==> src/brmsc_pkg.sv <==
// Package of constants and types for the buck mode and spread control block
//
// Overview of operation
// - Above supply threshold start bias, then buck, then linear regulator if OTP enables it.
// - Buck switches forced PWM in Normal mode, PFM in low-power-on mode.
// - Separate Normal and low-power-on targets; ramps between them run in PWM.
// - Switching frequency and output target both come from OTP configuration.
// - PWM enforces peak and average limits; PFM only peak; thresholds from OTP.
// - Large negative low-side current counts as an overcurrent condition.
// - Any current limit sets overcurrent flag; regulator stays on, duty reduced.
// - Output below undervoltage threshold sets the buck undervoltage flag.
// - Thermal shutdown disables the buck and sets the thermal-shutdown flag.
// - Software writes regulator control register; target applied by voltage scaling.
// - Buck undervoltage in low-power-on mode sends device to fail-safe, all off.
// - Supply below bias threshold in Normal mode sends device to fail-safe.
// - Low-power-on, target at least threshold, OTP enabled: close bias-from-buck switch.
// - Spread on: oscillator modulated by low-frequency carrier, plus or minus ten percent.
// - After reset spread-enable and shape bits take their OTP default values.
// - Spread on, shape zero: pure triangular carrier modulation.
// - Spread on, shape one: triangular with two random slope reversals per half.
package brmsc_pkg;
	// ************************************************************
	// Register map (word offsets on the Avalon bus)
	// ************************************************************
	localparam logic [3:0] ADDR_REGULATOR_CONTROL = 4'h0;
	localparam logic [3:0] ADDR_SYSTEM_CONFIG = 4'h1;
	localparam logic [3:0] ADDR_STATUS = 4'h2;
	localparam logic [3:0] ADDR_MASK = 4'h3;
	localparam logic [3:0] ADDR_STATE = 4'h4;
	localparam int VSEL_W = 8;
	localparam int POS_SPREAD_ENABLE = 0;
	localparam int POS_SPREAD_SHAPE = 1;
	localparam int POS_OVERCURRENT = 0;
	localparam int POS_UNDERVOLTAGE = 1;
	localparam int POS_THERMAL = 2;
	localparam int POS_FAILSAFE = 3;
	localparam logic [3:0] MASK_RESET = 4'h0;
	localparam logic [31:0] UNMAPPED_READ = 32'h0;
	// ************************************************************
	// Timing and modulation
	// ************************************************************
	localparam int CLK_HZ = 20000000;
	localparam int CARRIER_HZ = 19000;
	localparam int DEVIATION_PCT = 10;
	localparam int HALF_PERIOD_CYC = CLK_HZ / (2 * CARRIER_HZ);
	localparam int STEP_SETTLE_US = 1;
	localparam int STEP_CYC = (STEP_SETTLE_US * CLK_HZ + 999999) / 1000000;
	localparam int SEQ_SETTLE_US = 10;
	localparam int SEQ_CYC = (SEQ_SETTLE_US * CLK_HZ + 999999) / 1000000;
	localparam logic [15:0] LFSR_SEED = 16'hace1;
	// ************************************************************
	// Types
	// ************************************************************
	typedef enum logic [2:0] {
		BRMSC_OFF, BRMSC_BIAS, BRMSC_BUCK, BRMSC_LDO, BRMSC_RUN, BRMSC_SAFE
	} brmsc_seq_e;
	typedef struct packed {
		logic normal_freq_high;
		logic [VSEL_W-1:0] normal_target;
		logic [VSEL_W-1:0] lp_target;
		logic [VSEL_W-1:0] bias_threshold;
		logic bias_switch_allow;
		logic ldo_enable;
		logic spread_enable_bit;
		logic spread_shape_select_bit;
	} brmsc_otp_s;
	typedef struct packed {
		logic supply_ok;
		logic bias_ok;
		logic buck_uv;
		logic peak_hit;
		logic avg_hit;
		logic neg_hit;
		logic thermal;
	} brmsc_sense_s;
endpackage : brmsc_pkg

==> src/brmsc_top.sv <==
// Buck regulator mode, protection and spread-spectrum control logic
module brmsc_top #(
	parameter int VSEL_W = brmsc_pkg::VSEL_W
) (
	input wire logic clk_in, // 20 MHz clock
	input wire logic reset_in, // Sync reset, high
	input wire logic enable_in, // Clock enable
	input wire brmsc_pkg::brmsc_otp_s otp_in, // OTP configuration
	input wire brmsc_pkg::brmsc_sense_s sense_in, // Async analog comparators
	input wire logic low_power_on_mode_in, // Mode select, async
	input wire logic [3:0] avs_address_in, // Avalon word address
	input wire logic avs_read_in, // Avalon read
	input wire logic avs_write_in, // Avalon write
	input wire logic [31:0] avs_writedata_in, // Avalon write data
	output logic [31:0] avs_readdata_out, // Avalon read data
	output logic avs_waitrequest_out, // Avalon wait
	output logic irq_out, // Level interrupt
	output logic bias_enable_out, // Internal bias supply on
	output logic buck_enable_out, // Buck on
	output logic ldo_enable_out, // Linear regulator on
	output logic pwm_mode_out, // 1 forced PWM, 0 PFM
	output logic freq_high_out, // 1 high frequency setting
	output logic peak_limit_en_out, // Peak limit active
	output logic avg_limit_en_out, // Average limit active
	output logic duty_reduce_out, // Limit hit, cut duty
	output logic bias_from_buck_switch_out, // Bias fed from buck
	output logic [VSEL_W-1:0] target_out, // Present output target
	output logic [7:0] osc_trim_out, // Signed oscillator offset
	output logic failsafe_out // Fail-safe mode
);
	// ************************************************************
	// State record
	// ************************************************************
	typedef struct packed {
		brmsc_pkg::brmsc_sense_s s1;
		brmsc_pkg::brmsc_sense_s s2;
		logic m1;
		logic m2;
		brmsc_pkg::brmsc_seq_e seq;
		logic [15:0] seq_cnt;
		logic [VSEL_W-1:0] ctrl_target;
		logic ctrl_set;
		logic [VSEL_W-1:0] target;
		logic [15:0] step_cnt;
		logic spread_en;
		logic spread_shape;
		logic [3:0] status;
		logic [3:0] mask;
		logic [15:0] tri_cnt;
		logic [7:0] tri_pos;
		logic tri_up;
		logic [1:0] rev_done;
		logic [2:0] rev_gap;
		logic [15:0] lfsr;
		logic [31:0] rdata;
		logic ack;
		logic irq;
		logic duty_reduce;
		logic bias_sw;
		logic [7:0] trim;
	} brmsc_state_s;

	brmsc_state_s r;
	brmsc_state_s next_r;

	localparam logic [15:0] HALF_CYC = 16'(brmsc_pkg::HALF_PERIOD_CYC);
	localparam logic [7:0] TRI_MAX = 8'(brmsc_pkg::DEVIATION_PCT * 2);
	localparam logic [15:0] STEP_CYC = 16'(brmsc_pkg::STEP_CYC);
	localparam logic [15:0] SEQ_CYC = 16'(brmsc_pkg::SEQ_CYC);
	localparam logic [15:0] TRI_STEP_CYC = 16'(brmsc_pkg::HALF_PERIOD_CYC
		/ (brmsc_pkg::DEVIATION_PCT * 2));
	// Random reversals stay well clear of the turning points
	localparam logic [7:0] REV_LO = (TRI_MAX >> 1) - 8'h4;
	localparam logic [7:0] REV_HI = (TRI_MAX >> 1) + 8'h4;
	localparam logic [2:0] REV_GAP = 3'h3;

	// Target in force for the present mode
	function automatic logic [VSEL_W-1:0] pick_target(
		input logic lp, input logic set, input logic [VSEL_W-1:0] ctl,
		input brmsc_pkg::brmsc_otp_s o);
		if (lp)
			pick_target = o.lp_target;
		else if (set)
			pick_target = ctl;
		else
			pick_target = o.normal_target;
	endfunction : pick_target

	logic lp;
	logic [VSEL_W-1:0] goal;
	logic ramping;
	logic hit;
	logic addr_ok;
	logic [3:0] ev;
	logic rev_first;
	logic rev_now;
	logic otp_loaded;

	// ************************************************************
	// Next-state logic
	// ************************************************************
	always_comb begin
		next_r = r;
		// Two-flop synchronisers; only stage two is read
		next_r.s1 = sense_in;
		next_r.s2 = r.s1;
		next_r.m1 = low_power_on_mode_in;
		next_r.m2 = r.m1;
		lp = r.m2;
		goal = pick_target(lp, r.ctrl_set, r.ctrl_target, otp_in);
		ramping = (r.target != goal);
		ev = 4'h0;
		// Start-up order: bias, buck, then linear regulator
		case (r.seq)
			brmsc_pkg::BRMSC_OFF: begin
				if (r.s2.supply_ok) begin
					next_r.seq = brmsc_pkg::BRMSC_BIAS;
					next_r.seq_cnt = 16'h0;
				end
			end
			brmsc_pkg::BRMSC_BIAS: begin
				next_r.seq_cnt = r.seq_cnt + 16'h1;
				if (r.seq_cnt >= SEQ_CYC - 16'h1) begin
					next_r.seq = brmsc_pkg::BRMSC_BUCK;
					next_r.seq_cnt = 16'h0;
					next_r.target = goal;
				end
			end
			brmsc_pkg::BRMSC_BUCK: begin
				next_r.seq_cnt = r.seq_cnt + 16'h1;
				if (r.seq_cnt >= SEQ_CYC - 16'h1)
					next_r.seq = otp_in.ldo_enable ? brmsc_pkg::BRMSC_LDO
						: brmsc_pkg::BRMSC_RUN;
			end
			brmsc_pkg::BRMSC_LDO: next_r.seq = brmsc_pkg::BRMSC_RUN;
			brmsc_pkg::BRMSC_RUN: begin
				if (lp && r.s2.buck_uv) begin
					next_r.seq = brmsc_pkg::BRMSC_SAFE;
					ev[brmsc_pkg::POS_FAILSAFE] = 1'b1;
				end else if (!lp && !r.s2.bias_ok) begin
					next_r.seq = brmsc_pkg::BRMSC_SAFE;
					ev[brmsc_pkg::POS_FAILSAFE] = 1'b1;
				end
			end
			brmsc_pkg::BRMSC_SAFE: next_r.seq = brmsc_pkg::BRMSC_SAFE;
			default: next_r.seq = brmsc_pkg::BRMSC_OFF;
		endcase
		// Thermal shutdown stops the buck but is not fail-safe
		if (r.s2.thermal && r.seq != brmsc_pkg::BRMSC_OFF)
			ev[brmsc_pkg::POS_THERMAL] = 1'b1;
		// Peak always, average only in PWM, negative low-side too
		hit = r.s2.peak_hit || r.s2.neg_hit
			|| (r.s2.avg_hit && (!lp || ramping));
		if (hit && buck_enable_out)
			ev[brmsc_pkg::POS_OVERCURRENT] = 1'b1;
		next_r.duty_reduce = hit && buck_enable_out;
		if (r.s2.buck_uv && buck_enable_out)
			ev[brmsc_pkg::POS_UNDERVOLTAGE] = 1'b1;
		// Step target toward goal, one code per step time
		if (ramping && r.seq == brmsc_pkg::BRMSC_RUN) begin
			next_r.step_cnt = r.step_cnt + 16'h1;
			if (r.step_cnt >= STEP_CYC - 16'h1) begin
				next_r.step_cnt = 16'h0;
				next_r.target = (r.target < goal) ? r.target + 1'b1
					: r.target - 1'b1;
			end
		end else begin
			next_r.step_cnt = 16'h0;
		end
		next_r.bias_sw = lp && !ramping && otp_in.bias_switch_allow
			&& r.target >= otp_in.bias_threshold
			&& r.seq == brmsc_pkg::BRMSC_RUN;
		// Triangle carrier with LFSR-chosen slope reversals
		next_r.lfsr = {r.lfsr[14:0], r.lfsr[15] ^ r.lfsr[13]
			^ r.lfsr[12] ^ r.lfsr[10]};
		// Two reversals per half: by chance, else forced so none is skipped
		rev_first = r.rev_done == 2'h0 && ((r.lfsr[2:0] == 3'h0
			&& r.tri_pos >= REV_LO && r.tri_pos <= REV_HI)
			|| r.tri_pos == (r.tri_up ? REV_HI - 8'h2 : REV_LO + 8'h2));
		rev_now = rev_first || (r.rev_done == 2'h1
			&& (r.lfsr[2:0] == 3'h0 || r.rev_gap >= REV_GAP));
		next_r.tri_cnt = r.tri_cnt + 16'h1;
		if (r.tri_cnt >= TRI_STEP_CYC - 16'h1) begin
			next_r.tri_cnt = 16'h0;
			if (r.tri_up)
				next_r.tri_pos = r.tri_pos + 8'h1;
			else
				next_r.tri_pos = r.tri_pos - 8'h1;
			if (r.tri_up && r.tri_pos >= TRI_MAX - 8'h1) begin
				next_r.tri_up = 1'b0;
				next_r.rev_done = 2'h0;
			end else if (!r.tri_up && r.tri_pos <= 8'h1) begin
				next_r.tri_up = 1'b1;
				next_r.rev_done = 2'h0;
			end else if (r.spread_shape && rev_now) begin
				next_r.tri_up = ~r.tri_up;
				next_r.rev_done = r.rev_done + 2'h1;
				next_r.rev_gap = 3'h0;
			end else begin
				next_r.rev_gap = r.rev_gap + 3'h1;
			end
		end
		if (r.spread_en)
			next_r.trim = r.tri_pos - (TRI_MAX >> 1);
		else
			next_r.trim = 8'h0;
		// Spread bits follow OTP until the first enabled cycle
		if (!otp_loaded) begin
			next_r.spread_en = otp_in.spread_enable_bit;
			next_r.spread_shape = otp_in.spread_shape_select_bit;
		end
		// Avalon slave: one wait state, then ack
		addr_ok = avs_address_in <= brmsc_pkg::ADDR_STATE;
		next_r.ack = (avs_read_in || avs_write_in) && !r.ack;
		if (avs_write_in && r.ack) begin
			case (avs_address_in)
				brmsc_pkg::ADDR_REGULATOR_CONTROL: begin
					next_r.ctrl_target = avs_writedata_in[VSEL_W-1:0];
					next_r.ctrl_set = 1'b1;
				end
				brmsc_pkg::ADDR_SYSTEM_CONFIG: begin
					next_r.spread_en = avs_writedata_in[brmsc_pkg::POS_SPREAD_ENABLE];
					next_r.spread_shape = avs_writedata_in[brmsc_pkg::POS_SPREAD_SHAPE];
				end
				brmsc_pkg::ADDR_STATUS:
					next_r.status = r.status & ~avs_writedata_in[3:0];
				brmsc_pkg::ADDR_MASK: next_r.mask = avs_writedata_in[3:0];
				default: ;
			endcase
		end
		next_r.status = next_r.status | ev; // Set wins over clear
		next_r.rdata = brmsc_pkg::UNMAPPED_READ;
		if (avs_read_in && !r.ack && addr_ok) begin
			case (avs_address_in)
				brmsc_pkg::ADDR_REGULATOR_CONTROL:
					next_r.rdata = 32'(r.target);
				brmsc_pkg::ADDR_SYSTEM_CONFIG:
					next_r.rdata = {30'h0, r.spread_shape, r.spread_en};
				brmsc_pkg::ADDR_STATUS: next_r.rdata = {28'h0, r.status};
				brmsc_pkg::ADDR_MASK: next_r.rdata = {28'h0, r.mask};
				brmsc_pkg::ADDR_STATE: next_r.rdata = {29'h0, r.seq};
				default: next_r.rdata = brmsc_pkg::UNMAPPED_READ;
			endcase
		end
		next_r.irq = |(next_r.status & next_r.mask);
	end

	// ************************************************************
	// Registers
	// ************************************************************
	always_ff @(posedge clk_in) begin
		if (reset_in) begin
			r <= '0;
			r.seq <= brmsc_pkg::BRMSC_OFF;
			r.mask <= brmsc_pkg::MASK_RESET;
			r.lfsr <= brmsc_pkg::LFSR_SEED;
			r.tri_pos <= TRI_MAX >> 1;
			r.tri_up <= 1'b1;
			r.spread_en <= 1'b0;
		end else if (enable_in) begin
			r <= next_r;
		end
	end

	// OTP defaults caught on the first enabled cycle after reset
	always_ff @(posedge clk_in) begin
		if (reset_in)
			otp_loaded <= 1'b0;
		else if (enable_in)
			otp_loaded <= 1'b1;
	end

	// ************************************************************
	// Registered outputs
	// ************************************************************
	logic run_on;
	// Rails may be on anywhere between power-up and fail-safe
	assign run_on = r.seq != brmsc_pkg::BRMSC_OFF
		&& r.seq != brmsc_pkg::BRMSC_SAFE;
	always_ff @(posedge clk_in) begin
		if (reset_in) begin
			{bias_enable_out, buck_enable_out, ldo_enable_out} <= 3'h0;
			pwm_mode_out <= 1'b1;
			freq_high_out <= 1'b0;
			peak_limit_en_out <= 1'b0;
			avg_limit_en_out <= 1'b0;
			failsafe_out <= 1'b0;
		end else if (enable_in) begin
			bias_enable_out <= run_on;
			buck_enable_out <= run_on && r.seq != brmsc_pkg::BRMSC_BIAS
				&& !r.s2.thermal;
			ldo_enable_out <= otp_in.ldo_enable && (r.seq == brmsc_pkg::BRMSC_LDO
				|| r.seq == brmsc_pkg::BRMSC_RUN);
			pwm_mode_out <= !lp || ramping;
			freq_high_out <= otp_in.normal_freq_high;
			peak_limit_en_out <= run_on;
			avg_limit_en_out <= run_on && (!lp || ramping);
			failsafe_out <= r.seq == brmsc_pkg::BRMSC_SAFE;
		end
	end
	assign avs_readdata_out = r.rdata;
	assign avs_waitrequest_out = !r.ack;
	assign irq_out = r.irq;
	assign duty_reduce_out = r.duty_reduce;
	assign bias_from_buck_switch_out = r.bias_sw;
	assign target_out = r.target;
	assign osc_trim_out = r.trim;

	// ************************************************************
	// Assertions
	// ************************************************************
	// Fail-safe must leave every rail off
	property p_failsafe_off;
		@(posedge clk_in) disable iff (reset_in)
		failsafe_out |-> !bias_enable_out && !buck_enable_out
			&& !ldo_enable_out;
	endproperty
	a_failsafe_off: assert property (p_failsafe_off)
		else $error("rail still on in fail-safe");

	// Normal mode always switches forced PWM
	property p_pwm_normal;
		@(posedge clk_in) disable iff (reset_in)
		enable_in && !r.m2 |=> pwm_mode_out;
	endproperty
	a_pwm_normal: assert property (p_pwm_normal)
		else $error("PFM used in normal mode");

	// Average limit only exists while in PWM
	property p_avg_in_pwm;
		@(posedge clk_in) disable iff (reset_in)
		avg_limit_en_out |-> pwm_mode_out;
	endproperty
	a_avg_in_pwm: assert property (p_avg_in_pwm)
		else $error("average limit armed in PFM");

	// A limit hit while the buck is on always lands in the sticky flag
	property p_oc_flag;
		@(posedge clk_in) disable iff (reset_in)
		enable_in && hit && buck_enable_out
		|=> r.status[brmsc_pkg::POS_OVERCURRENT];
	endproperty
	a_oc_flag: assert property (p_oc_flag)
		else $error("overcurrent flag not set");

	// Flag holds until software writes a one to it
	property p_flag_sticky;
		@(posedge clk_in) disable iff (reset_in)
		enable_in && r.status[brmsc_pkg::POS_OVERCURRENT] && !(avs_write_in
			&& r.ack && avs_address_in == brmsc_pkg::ADDR_STATUS)
		|=> r.status[brmsc_pkg::POS_OVERCURRENT];
	endproperty
	a_flag_sticky: assert property (p_flag_sticky)
		else $error("overcurrent flag lost");

	// Over-temperature turns the buck off next cycle
	property p_thermal_off;
		@(posedge clk_in) disable iff (reset_in)
		enable_in && r.s2.thermal |=> !buck_enable_out;
	endproperty
	a_thermal_off: assert property (p_thermal_off)
		else $error("buck on during thermal shutdown");

	// Spread off means no oscillator offset at all
	property p_spread_off;
		@(posedge clk_in) disable iff (reset_in)
		enable_in && !r.spread_en |=> osc_trim_out == 8'h0;
	endproperty
	a_spread_off: assert property (p_spread_off)
		else $error("offset present with spread off");

	// Carrier never leaves the deviation band
	property p_trim_range;
		@(posedge clk_in) disable iff (reset_in)
		r.tri_pos <= TRI_MAX;
	endproperty
	a_trim_range: assert property (p_trim_range)
		else $error("carrier outside deviation band");

	// Acknowledge lasts a single cycle
	property p_ack_pulse;
		@(posedge clk_in) disable iff (reset_in)
		enable_in && !avs_waitrequest_out |=> avs_waitrequest_out;
	endproperty
	a_ack_pulse: assert property (p_ack_pulse)
		else $error("waitrequest low two cycles");

	// Main scenarios worth seeing
	c_failsafe: cover property (@(posedge clk_in) $rose(failsafe_out));
	c_lp_pfm: cover property (@(posedge clk_in) r.m2 && !pwm_mode_out);
	c_two_rev: cover property (@(posedge clk_in) r.rev_done == 2'h2);
	c_dvs: cover property (@(posedge clk_in) r.ctrl_set && ramping);
endmodule : brmsc_top

==> config.mk <==
export PLATFORM = sky130hd
export DESIGN_NAME = brmsc_top
export DESIGN_NICKNAME = d
export VERILOG_FILES = /design/src/brmsc_pkg.sv /design/src/brmsc_top.sv
export SDC_FILE = /design/constraint.sdc
export NUM_CORES = 1
export LEC_CHECK = 0
export BUFFER_PORTS_ARGS = -buffer_cell sky130_fd_sc_hd__buf_4
export CAP_MARGIN = 20
export CELL_PAD_IN_SITES_DETAIL_PLACEMENT = 0
export CELL_PAD_IN_SITES_GLOBAL_PLACEMENT = 2
export CORE_ASPECT_RATIO = 0.75
export CORE_MARGIN = 3
export CORE_UTILIZATION = 34
export CTS_CLUSTER_DIAMETER = 50
export DETAILED_ROUTE_END_ITERATION = 7
export GPL_TIMING_DRIVEN = 0
export HOLD_SLACK_MARGIN = 0.02
export PLACE_DENSITY = 0.78
export SLEW_MARGIN = 30
export SYNTH_ARGS = -nofsm -noshare
export SYNTH_HDL_FRONTEND = slang
export SYNTH_SLANG_ARGS = --single-unit
==> constraint.sdc <==
create_clock -name clk_in -period 3.6 [get_ports clk_in]
set_clock_uncertainty 0.05 [all_clocks]
set_input_delay 0.36 -clock clk_in [delete_from_list [all_inputs] [get_ports clk_in]]
set_output_delay 0.36 -clock clk_in [all_outputs]
set_load 0.01 [all_outputs]
==> results_dict.tcl, run 1 <==
set metrics [dict create \
    synthesis.area_um2 8200 \
    r2r_end "target_out[6]" \
    via_per_inst 4.901 \
    synth_most_common_cell "nor2_1" \
    cts_tree "yes" \
    die_w_um 185.3 \
    cp.arrival_ns 3.59 \
    reg2reg_depth 16 \
    dp_hpwl_um 17290 \
    gp_congestion 0.7993 \
    r2r_slack_ns 0.24 \
    cts_root_buffer "clkbuf_16" \
    ir_worst_vdd_uv 350.8 \
    ant_nets 0 \
    synth_seq_cells 152 \
    timing.final.crit_share_pct 93.21 \
    drc 0 \
    startpoint_type "flip-flop" \
    finish.net_count 1213 \
    synthTopCellsByArea "dfxtp_1, mux2i_1, nor2_1" \
    max_cap_violations 0 \
    status "finished, final reports clean" \
    clk_pin_slew_ns 0.07 \
    fin_crit_ns 3.356 \
    crit_type "flip-flop to flip-flop" \
    ctsHtreeMaxLevel 4 \
    post_cts_buffers 0 \
    critical_path_required_ns 3.84 \
    globalRouteTotalUtil_pct 18.22 \
    grt_pass1_vias 6587 \
    cp_max_fo 9 \
    syn_to_final_growth_pct 20.92 \
    antennaDiodeCount 0 \
    worstSkewPairLatency_ns 0.44 \
    netlist.area_leader.share_pct 37.11 \
    port_buffers 87 \
    synth_cell_types 70 \
    die_h_um 140.5 \
    grt_setup_unrepaired "false" \
    initial_core_util_pct 35.10 \
    routed_wl_um 23310 \
    num_io_pins 138 \
    hold_class "primary input to flip-flop" \
    drt_pass1_iterations 4 \
    hold_violations 0 \
    clockBufferDepth 2 \
    leakagePower_nw 4.174 \
    whs_path_depth 3 \
    ys.flop_type "dfxtp_1" \
    grt_pass1_wl_um 37080 \
    finalPower_mw 3.851 \
    worstMarginPinSlew_ns 0.9070 \
    r2r-start "r[124]" \
    antenna_found_initial 0 \
    grt_overflow 0 \
    drtIter0Drc 403 \
    synth_common_cells "nor2_1, dfxtp_1, nand2_1" \
    crit_start "r[124]" \
    async_reset_ff_share_pct 0 \
    dr_total_vias 6896 \
    powerDensity_nw_per_um2 388.3 \
    end_kind "flip-flop" \
    cts_buffers 17 \
    n_fill_cell 2382 \
    yosysSeqAreaShare_pct 37.11 \
    max_freq_mhz 298.0 \
    wire_per_inst_um 16.57 \
    cts.sinks 152 \
    num_rows 48 \
    setup_violations 0 \
    syn_avg_cell_area_um2 8.489 \
    slew_headroom_pct 39.54 \
    grt_start_max_net_pins 17 \
    synth-edff-count 0 \
    cp-endpoint "target_out[6]" \
    drive_gt1_share_pct 17.89 \
    yosysTopAreaCell "dfxtp_1" \
    fin_util_pct 42.44 \
    yosys_warnings 0 \
    maxSlewViolCount 0 \
    core_area_um2 23360 \
    postSynthCellCount 966 \
    dieArea_um2 26040 \
]
==> final cells by class <==
cell class | instances | area (um2) | share of cell area [%]
timing repair buffer | 87 | 653.1 | 6.587
tap | 300 | 375.4 | 3.785
clock inverter | 14 | 138.9 | 1.401
clock buffer | 18 | 439.2 | 4.429
buffer | 98 | 576.8 | 5.817
multi-input combinational | 706 | 4568 | 46.07
inverter | 32 | 120.1 | 1.211
sequential | 152 | 3044 | 30.70
==> layer usage <==
layer	share of wire (%)	track usage, %
met3	3.6	3.479
met1	53	27.27
met4	0.94	4.025
met2	43	27.04
met5	0	0
==> timing repair <==
| action | 4_1_cts | 5_1_grt |
|---|---|---|
| resized for setup | 2 | 10 |
| endpoints found under the setup margin | 6 | 5 |
| hold buffers | 0 | 0 |
==> stage by stage <==
stage          worst slack, ns  hold slack (ns)  instances  area [um2]  TNS [ns]
6_report                0.2444           0.1142       1407        9916         0
5_1_grt                0.01229           0.1240       1407        9916         0
4_1_cts                0.01407           0.1011       1407        9893         0
3_5_place_dp           -0.4238           0.4098       1376        9315    -1.711
3_3_place_gp           -0.4312           0.4054       1376        9315    -1.857
2_1_floorplan           0.3539           0.3913        989        8287         0
==> worst min-delay path by stage <==
stage / from / end / slack (ns)
floorplan: r[115] / r[115] / 0.39
global placement: osc_trim_out[3] / osc_trim_out[3] / 0.41
detailed placement: osc_trim_out[3] / osc_trim_out[3] / 0.41
CTS: sense_in[4] / next_r[158] / 0.10
global route: sense_in[5] / next_r[159] / 0.12
finish: sense_in[3] / next_r[157] / 0.11
==> flip-flops by register name (all words and copies together), names as in the netlist, 8 cells and up <==
signal            cells
avs_readdata_out      8
target_out            8
r                    93
osc_trim_out          8
next_r               23
==> critical path, cell delays in order, from the launching register on <==
cell and delay [ns]:
dfxtp_1 0.31, buf_4 0.21, mux2i_1 0.20, nor2_1 0.05, a21oi_1 0.22, ha_1 0.29, o21ai_0 0.14, a21oi_1 0.09
o21ai_1 0.23, nand2b_4 0.15, fa_1 0.43, a21oi_2 0.18, o211ai_1 0.13, a21oi_1 0.20, xnor2_1 0.08, mux2i_1 0.14
o22ai_1 0.10
==> layout by cell type, fill, tap and decap left out, types with 8 or more instances in the layout <==
master and n:
nor2_1 156, dfxtp_1 151, buf_4 137, nand2_1 69, mux2i_1 68, a21oi_1 49
ha_1 40, clkbuf_1 35, inv_1 32, nand3_1 31, xor2_1 26, conb_1 24
xnor2_1 23, o21ai_0 21, a22oi_1 18, clkbuf_16 17, nand4_1 15, nor3_1 14
nor2b_1 11, a211oi_1 10, buf_2 8, nand2b_1 8, nor4_1 8
==> kinds of logic after synthesis <==
kind of cell             Yosys count  share of synthesized area, %
AO/OA/AOI/OAI                    161                         13.32
XOR/XNOR                          49                         5.233
adder cells (fa/ha/maj)           41                         6.347
buffers and inverters            131                         8.468
flip-flops                       152                         37.11
multiplexers                      71                         8.804
other                              1                       0.04573
AND/OR/NAND/NOR                  360                         20.67
==> where the power goes <==
group | leakage (nW) | switching (mW) | total (mW) | internal, mW
clock | 0.282 | 0.801 | 1.79 | 0.988
sequential | 1.23 | 0.0291 | 1.74 | 1.71
combinational | 2.66 | 0.184 | 0.319 | 0.135
(Power assumes the default switching activity.)
==> inputs of run 2 (changes only) <==
Settings changed: CORE_UTILIZATION 34 to 36, PLACE_DENSITY 0.78 to 0.82.
Clock period 3.6 ns to 3.9 ns, I/O delays scaled along.
==> results_dict.tcl, run 2 (synthesized netlist as in run 1, its figures left out) <==
set metrics [dict create \
    p_int_mw 2.757 \
    swShare_pct 23.51 \
    holdPathEnd "r[129]" \
    critPathSlowestCell "dfxtp_1" \
    fin_area_um2 9905 \
    gp_congestion 0.8078 \
    largest_register_ffs 93 \
    powerDensity_nw_per_um2 364.0 \
    largest_register "r" \
    finalPower_mw 3.605 \
    finish.net_count 1213 \
    grt_pass1_wl_um 36100 \
    n_fill_cell 2230 \
    dieArea_um2 24640 \
    final_common_cell "nor2_1" \
    syn_to_final_growth_pct 20.78 \
    clockBufferDepth 2 \
    cts_root_buffer "clkbuf_16" \
    core_area_um2 22230 \
    port_buffers 87 \
    dp_hpwl_um 16870 \
    max_freq_mhz 284.3 \
    initial_core_util_pct 36.89 \
    ctsHtreeMaxLevel 4 \
    placed_area_um2 9308 \
    grt_start_max_net_pins 17 \
    whs_path_depth 3 \
    slew_headroom_pct 42.56 \
    slowest_delay_ns 0.53 \
    drt_pass1_iterations 5 \
    routed_wl_um 22450 \
    grt_pass1_vias 6644 \
    grt_setup_unrepaired "false" \
    drive_gt1_share_pct 17.10 \
    cts_tree "yes" \
    via_per_inst 4.913 \
    wire_per_inst_um 16.05 \
    worstMarginPinSlew_ns 0.8617 \
    die_w_um 180.3 \
    setup_violations 0 \
    cts_buffers 17 \
    worstSkewPairLatency_ns 0.43 \
    cp.arrival_ns 3.79 \
    drc 0 \
    cts.sinks 152 \
    r2r-start "lp" \
    crit_chain "buf_2, nor2_1, a21oi_1, ha_1, and4_1, o21ai_0, nand2b_2, ha_1, a21oi_1, o2111ai_1, o211ai_1, nor2b_1, mux2i_1, a22o_1" \
    timing.final.crit_share_pct 90.19 \
    critical_path_required_ns 4.17 \
    crit_type "flip-flop to flip-flop" \
    end_kind "flip-flop" \
    r2r_end "target_out[7]" \
    num_rows 47 \
    fin_crit_ns 3.517 \
    ant_nets 0 \
    power_switching_mw 0.8477 \
    fin_tns_setup_ns 0 \
    layout_common_cells "nor2_1, dfxtp_1, buf_4, nand2_1, mux2i_1" \
    holdCritStartpoint "avs_writedata_in[4]" \
    pwr-share-clk_pct 47.3 \
    whs_ns 0.1420 \
    critPathBufInv 1 \
    r2r_slack_ns 0.38 \
    antenna_found_initial 0 \
    drtIter0Drc 317 \
    hold_violations 0 \
    startpoint_type "flip-flop" \
    comb_power_share_pct 8.1 \
    num_io_pins 138 \
    grt_overflow 0 \
    max_cap_violations 0 \
    clk_pin_slew_ns 0.06 \
    crit_family "compound AO/OA/AOI/OAI gates" \
    p_seq_share_pct 44.6 \
    ir_worst_vdd_uv 267.5 \
    antennaDiodeCount 0 \
    maxSlewViolCount 0 \
    cp_max_fo 11 \
    die_h_um 136.7 \
    dr_total_vias 6873 \
    reg2reg_depth 14 \
    globalRouteTotalUtil_pct 18.51 \
    hold_class "primary input to flip-flop" \
    leakagePower_nw 4.175 \
    status "finished, final reports clean" \
]
## run 2: through the flow
stage	instances	util (%)	worst slack, ns
detailed placement	1370	41.87	-0.06179
global placement	1370	41.87	-0.04989
global route	1399	44.56	0.004065
finish	1399	44.56	0.3826
floorplan	989	-	0.6539
CTS	1400	44.56	0.1040
## run 2: worst max-delay path by stage
stage	end	slack [ns]	depth (start not counted)	from
3_3_place_gp	target_out[7]	-0.05	15	lp
4_1_cts	target_out[7]	0.10	15	lp
3_5_place_dp	target_out[7]	-0.06	15	lp
2_1_floorplan	target_out[7]	0.65	14	lp
6_report	target_out[7]	0.38	14	lp
5_1_grt	target_out[7]	0.004	16	r[124]
## run 2: layout make-up
type                            instances  area, um2  area share (%)
Multi-Input combinational cell        706       4552           45.96
Sequential cell                       152       3043           30.72
Timing Repair Buffer                   87      653.1           6.594
Buffer                                 98      571.8           5.773
Clock buffer                           23      478.0           4.826
Tap cell                              294      367.9           3.714
Inverter                               32      120.1           1.213
Clock inverter                          7      118.9           1.200
## run 2: power groups by stage
stage / clock [mW] / sequential [mW] / combinational, mW
final: 1.71 / 1.61 / 0.290
after global routing: 1.81 / 1.61 / 0.325
after CTS: 1.74 / 1.61 / 0.294
after detailed placement: 0 / 1.64 / 0.292
after global placement: 0 / 1.64 / 0.292
after floorplan: 0 / 1.63 / 0.181
## run 2: timing repair
item                                    4_1_cts  5_1_grt
setup buffers                                 0        0
hold buffers                                  0        0
hold endpoints to repair                      0        0
resized for setup                             1        2
gates cloned                                  0        0
endpoints found under the setup margin        3        5
## run 2: worst reg2reg max path: stages (launching register included)
cell	delay, ns
dfxtp_1	0.53
buf_2	0.33
nor2_1	0.09
a21oi_1	0.25
ha_1	0.29
and4_1	0.26
o21ai_0	0.12
nand2b_2	0.18
ha_1	0.32
a21oi_1	0.25
o2111ai_1	0.16
o211ai_1	0.13
nor2b_1	0.15
mux2i_1	0.09
a22o_1	0.22
## run 2: layer usage
| layer | track usage (%) | part of all wire [%] | vias up |
|---|---|---|---|
| met5 | 0 | 0 | - |
| met4 | 4.602 | 0.98 | 0 |
| met3 | 3.932 | 3.9 | 14 |
| met2 | 27.76 | 43 | 115 |
| met1 | 27.13 | 52 | 3192 |
| li1 | - | - | 3552 |
==> inputs of run 3 (changes only) <==
Settings changed: PLACE_DENSITY 0.82 to default, PLACE_DENSITY_LB_ADDON from default to 0.1.
==> results_dict.tcl, run 3 (synthesized netlist as in run 1, its figures left out) <==
set metrics [dict create \
    status "finished, final reports clean" \
    fin_crit_ns 3.564 \
    max_cap_violations 0 \
    final_common_cell "nor2_1" \
    grt_start_max_net_pins 17 \
    grt_overflow 0 \
    leakagePower_nw 4.169 \
    layout_common_cells "nor2_1, dfxtp_1, buf_4, nand2_1, mux2i_1" \
    ctsHtreeMaxLevel 4 \
    hold_violations 0 \
    fin_util_pct 44.46 \
    largest_register_ffs 93 \
    startpoint_type "flip-flop" \
    critical_path_required_ns 4.15 \
    dr_total_vias 6889 \
    gp_congestion 0.8074 \
    powerDensity_nw_per_um2 355.1 \
    grt_pass1_wl_um 36190 \
    port_buffers 87 \
    crit_type "flip-flop to flip-flop" \
    num_rows 47 \
    maxSlewViolCount 0 \
    dp_hpwl_um 17140 \
    cp.arrival_ns 3.81 \
    core_area_um2 22230 \
    cts.sinks 152 \
    initial_core_util_pct 36.89 \
    r2r_slack_ns 0.34 \
    cts_tree "yes" \
    drt_pass1_iterations 5 \
    multi_input_area_um2 4557 \
    syn_to_final_growth_pct 20.51 \
    via_per_inst 4.914 \
    largest_register "r" \
    cp_max_fo 9 \
    wire_per_inst_um 16.31 \
    timing.final.crit_share_pct 91.37 \
    dp.cells 1370 \
    ff_latch_area_um2 3043 \
    end_kind "flip-flop" \
    antennaDiodeCount 0 \
    grt_pass1_vias 6404 \
    cts_buffers 17 \
    dieArea_um2 24640 \
    drive_gt1_share_pct 17.60 \
    post_cts_buffers 0 \
    finish.net_count 1214 \
    routed_wl_um 22860 \
    clk_pin_slew_ns 0.07 \
    clockBufferDepth 2 \
    drc 0 \
    finalNonFillerCells 1402 \
    max_freq_mhz 280.6 \
    drtIter0Drc 448 \
    hold_class "primary input to flip-flop" \
    antenna_found_initial 0 \
    slew_headroom_pct 39.80 \
    worstSkewPairLatency_ns 0.43 \
    die_h_um 136.7 \
    globalRouteTotalUtil_pct 18.73 \
    worstMarginPinSlew_ns 0.9030 \
    ant_nets 0 \
    num_io_pins 138 \
    ir_worst_vdd_uv 315.2 \
    setup_violations 0 \
    cts_root_buffer "clkbuf_16" \
    die_w_um 180.3 \
    n_fill_cell 2301 \
    whs_ns 0.1415 \
]
## run 3: cell count changes in the layout (fill, tap and decap cells not counted), moves of 2 or more
| cell | before | now |
|---|---|---|
| clkinv_2 | 1 | 4 |
| clkbuf_8 | 3 | 1 |
| clkbuf_1 | 38 | 35 |
| inv_6 | 0 | 2 |
| bufinv_16 | 3 | 1 |
| clkinv_4 | 1 | 4 |
## run 3: area by class of cell
cell class	count	share of cell area, %
well taps	294	3.722
clock buffers	18	4.444
plain buffers	99	5.837
multi-input cells	706	46.11
repair buffers	87	6.609
inverters	32	1.215
flip-flops and latches	152	30.79
clock inverters	14	1.266
## run 3: power breakdown
part / total, mW / leakage, nW / switching (mW) / internal (mW)
clock: 1.61 / 0.272 / 0.711 / 0.897
combinational: 0.295 / 2.66 / 0.170 / 0.125
sequential: 1.61 / 1.23 / 0.0251 / 1.58
total: 3.51 / 4.17 / 0.906 / 2.60
## run 3: final timing paths
check / start / endpoint / depth (start not counted)
setup / recovery: r[124] / target_out[6] / 16
hold reg to reg: osc_trim_out[2] / osc_trim_out[2] / 2
hold / removal: avs_writedata_in[4] / r[129] / 3
setup reg to reg: r[124] / target_out[6] / 16
## run 3: stage by stage
step	TNS, ns	area, um2	setup WS, ns	power, mW
2_1_floorplan	0	8287	0.6539	1.815
3_3_place_gp	-0.1858	9308	-0.1345	1.935
3_5_place_dp	-0.1864	9308	-0.1217	1.937
4_1_cts	0	9873	0.003254	3.553
5_1_grt	-0.01139	9882	-0.01139	3.644
6_report	0	9882	0.3364	3.509
## run 3: what timing repair did
action,in CTS,in global routing
setup endpoints to repair,4,5
hold buffers,0,0
resized for setup,1,5
pin swaps,0,0
## run 3: metal layers
layer  GRT usage (%)  share of wire (%)  routed length, um  vias to the layer above
li1                -                  -                  -                     3560
met1           28.01                 52              11910                     3177
met2           27.93                 43               9877                      140
met3           3.162                4.0                908                       12
met4           4.729               0.74                170                        0
met5               0                  0                  0                        -
## run 3: critical path, cell delays in order (launching register included)
cell and delay, ns:
dfxtp_1 0.30, buf_2 0.29, mux2i_1 0.22, nor2_1 0.06, a21oi_1 0.28, ha_1 0.31
o21ai_0 0.15, a21oi_1 0.09, o21ai_1 0.21, nand2b_4 0.13, fa_1 0.42, a21oi_1 0.19
o211ai_1 0.13, a21oi_1 0.19, xnor2_1 0.09, mux2i_1 0.20, o22ai_1 0.11
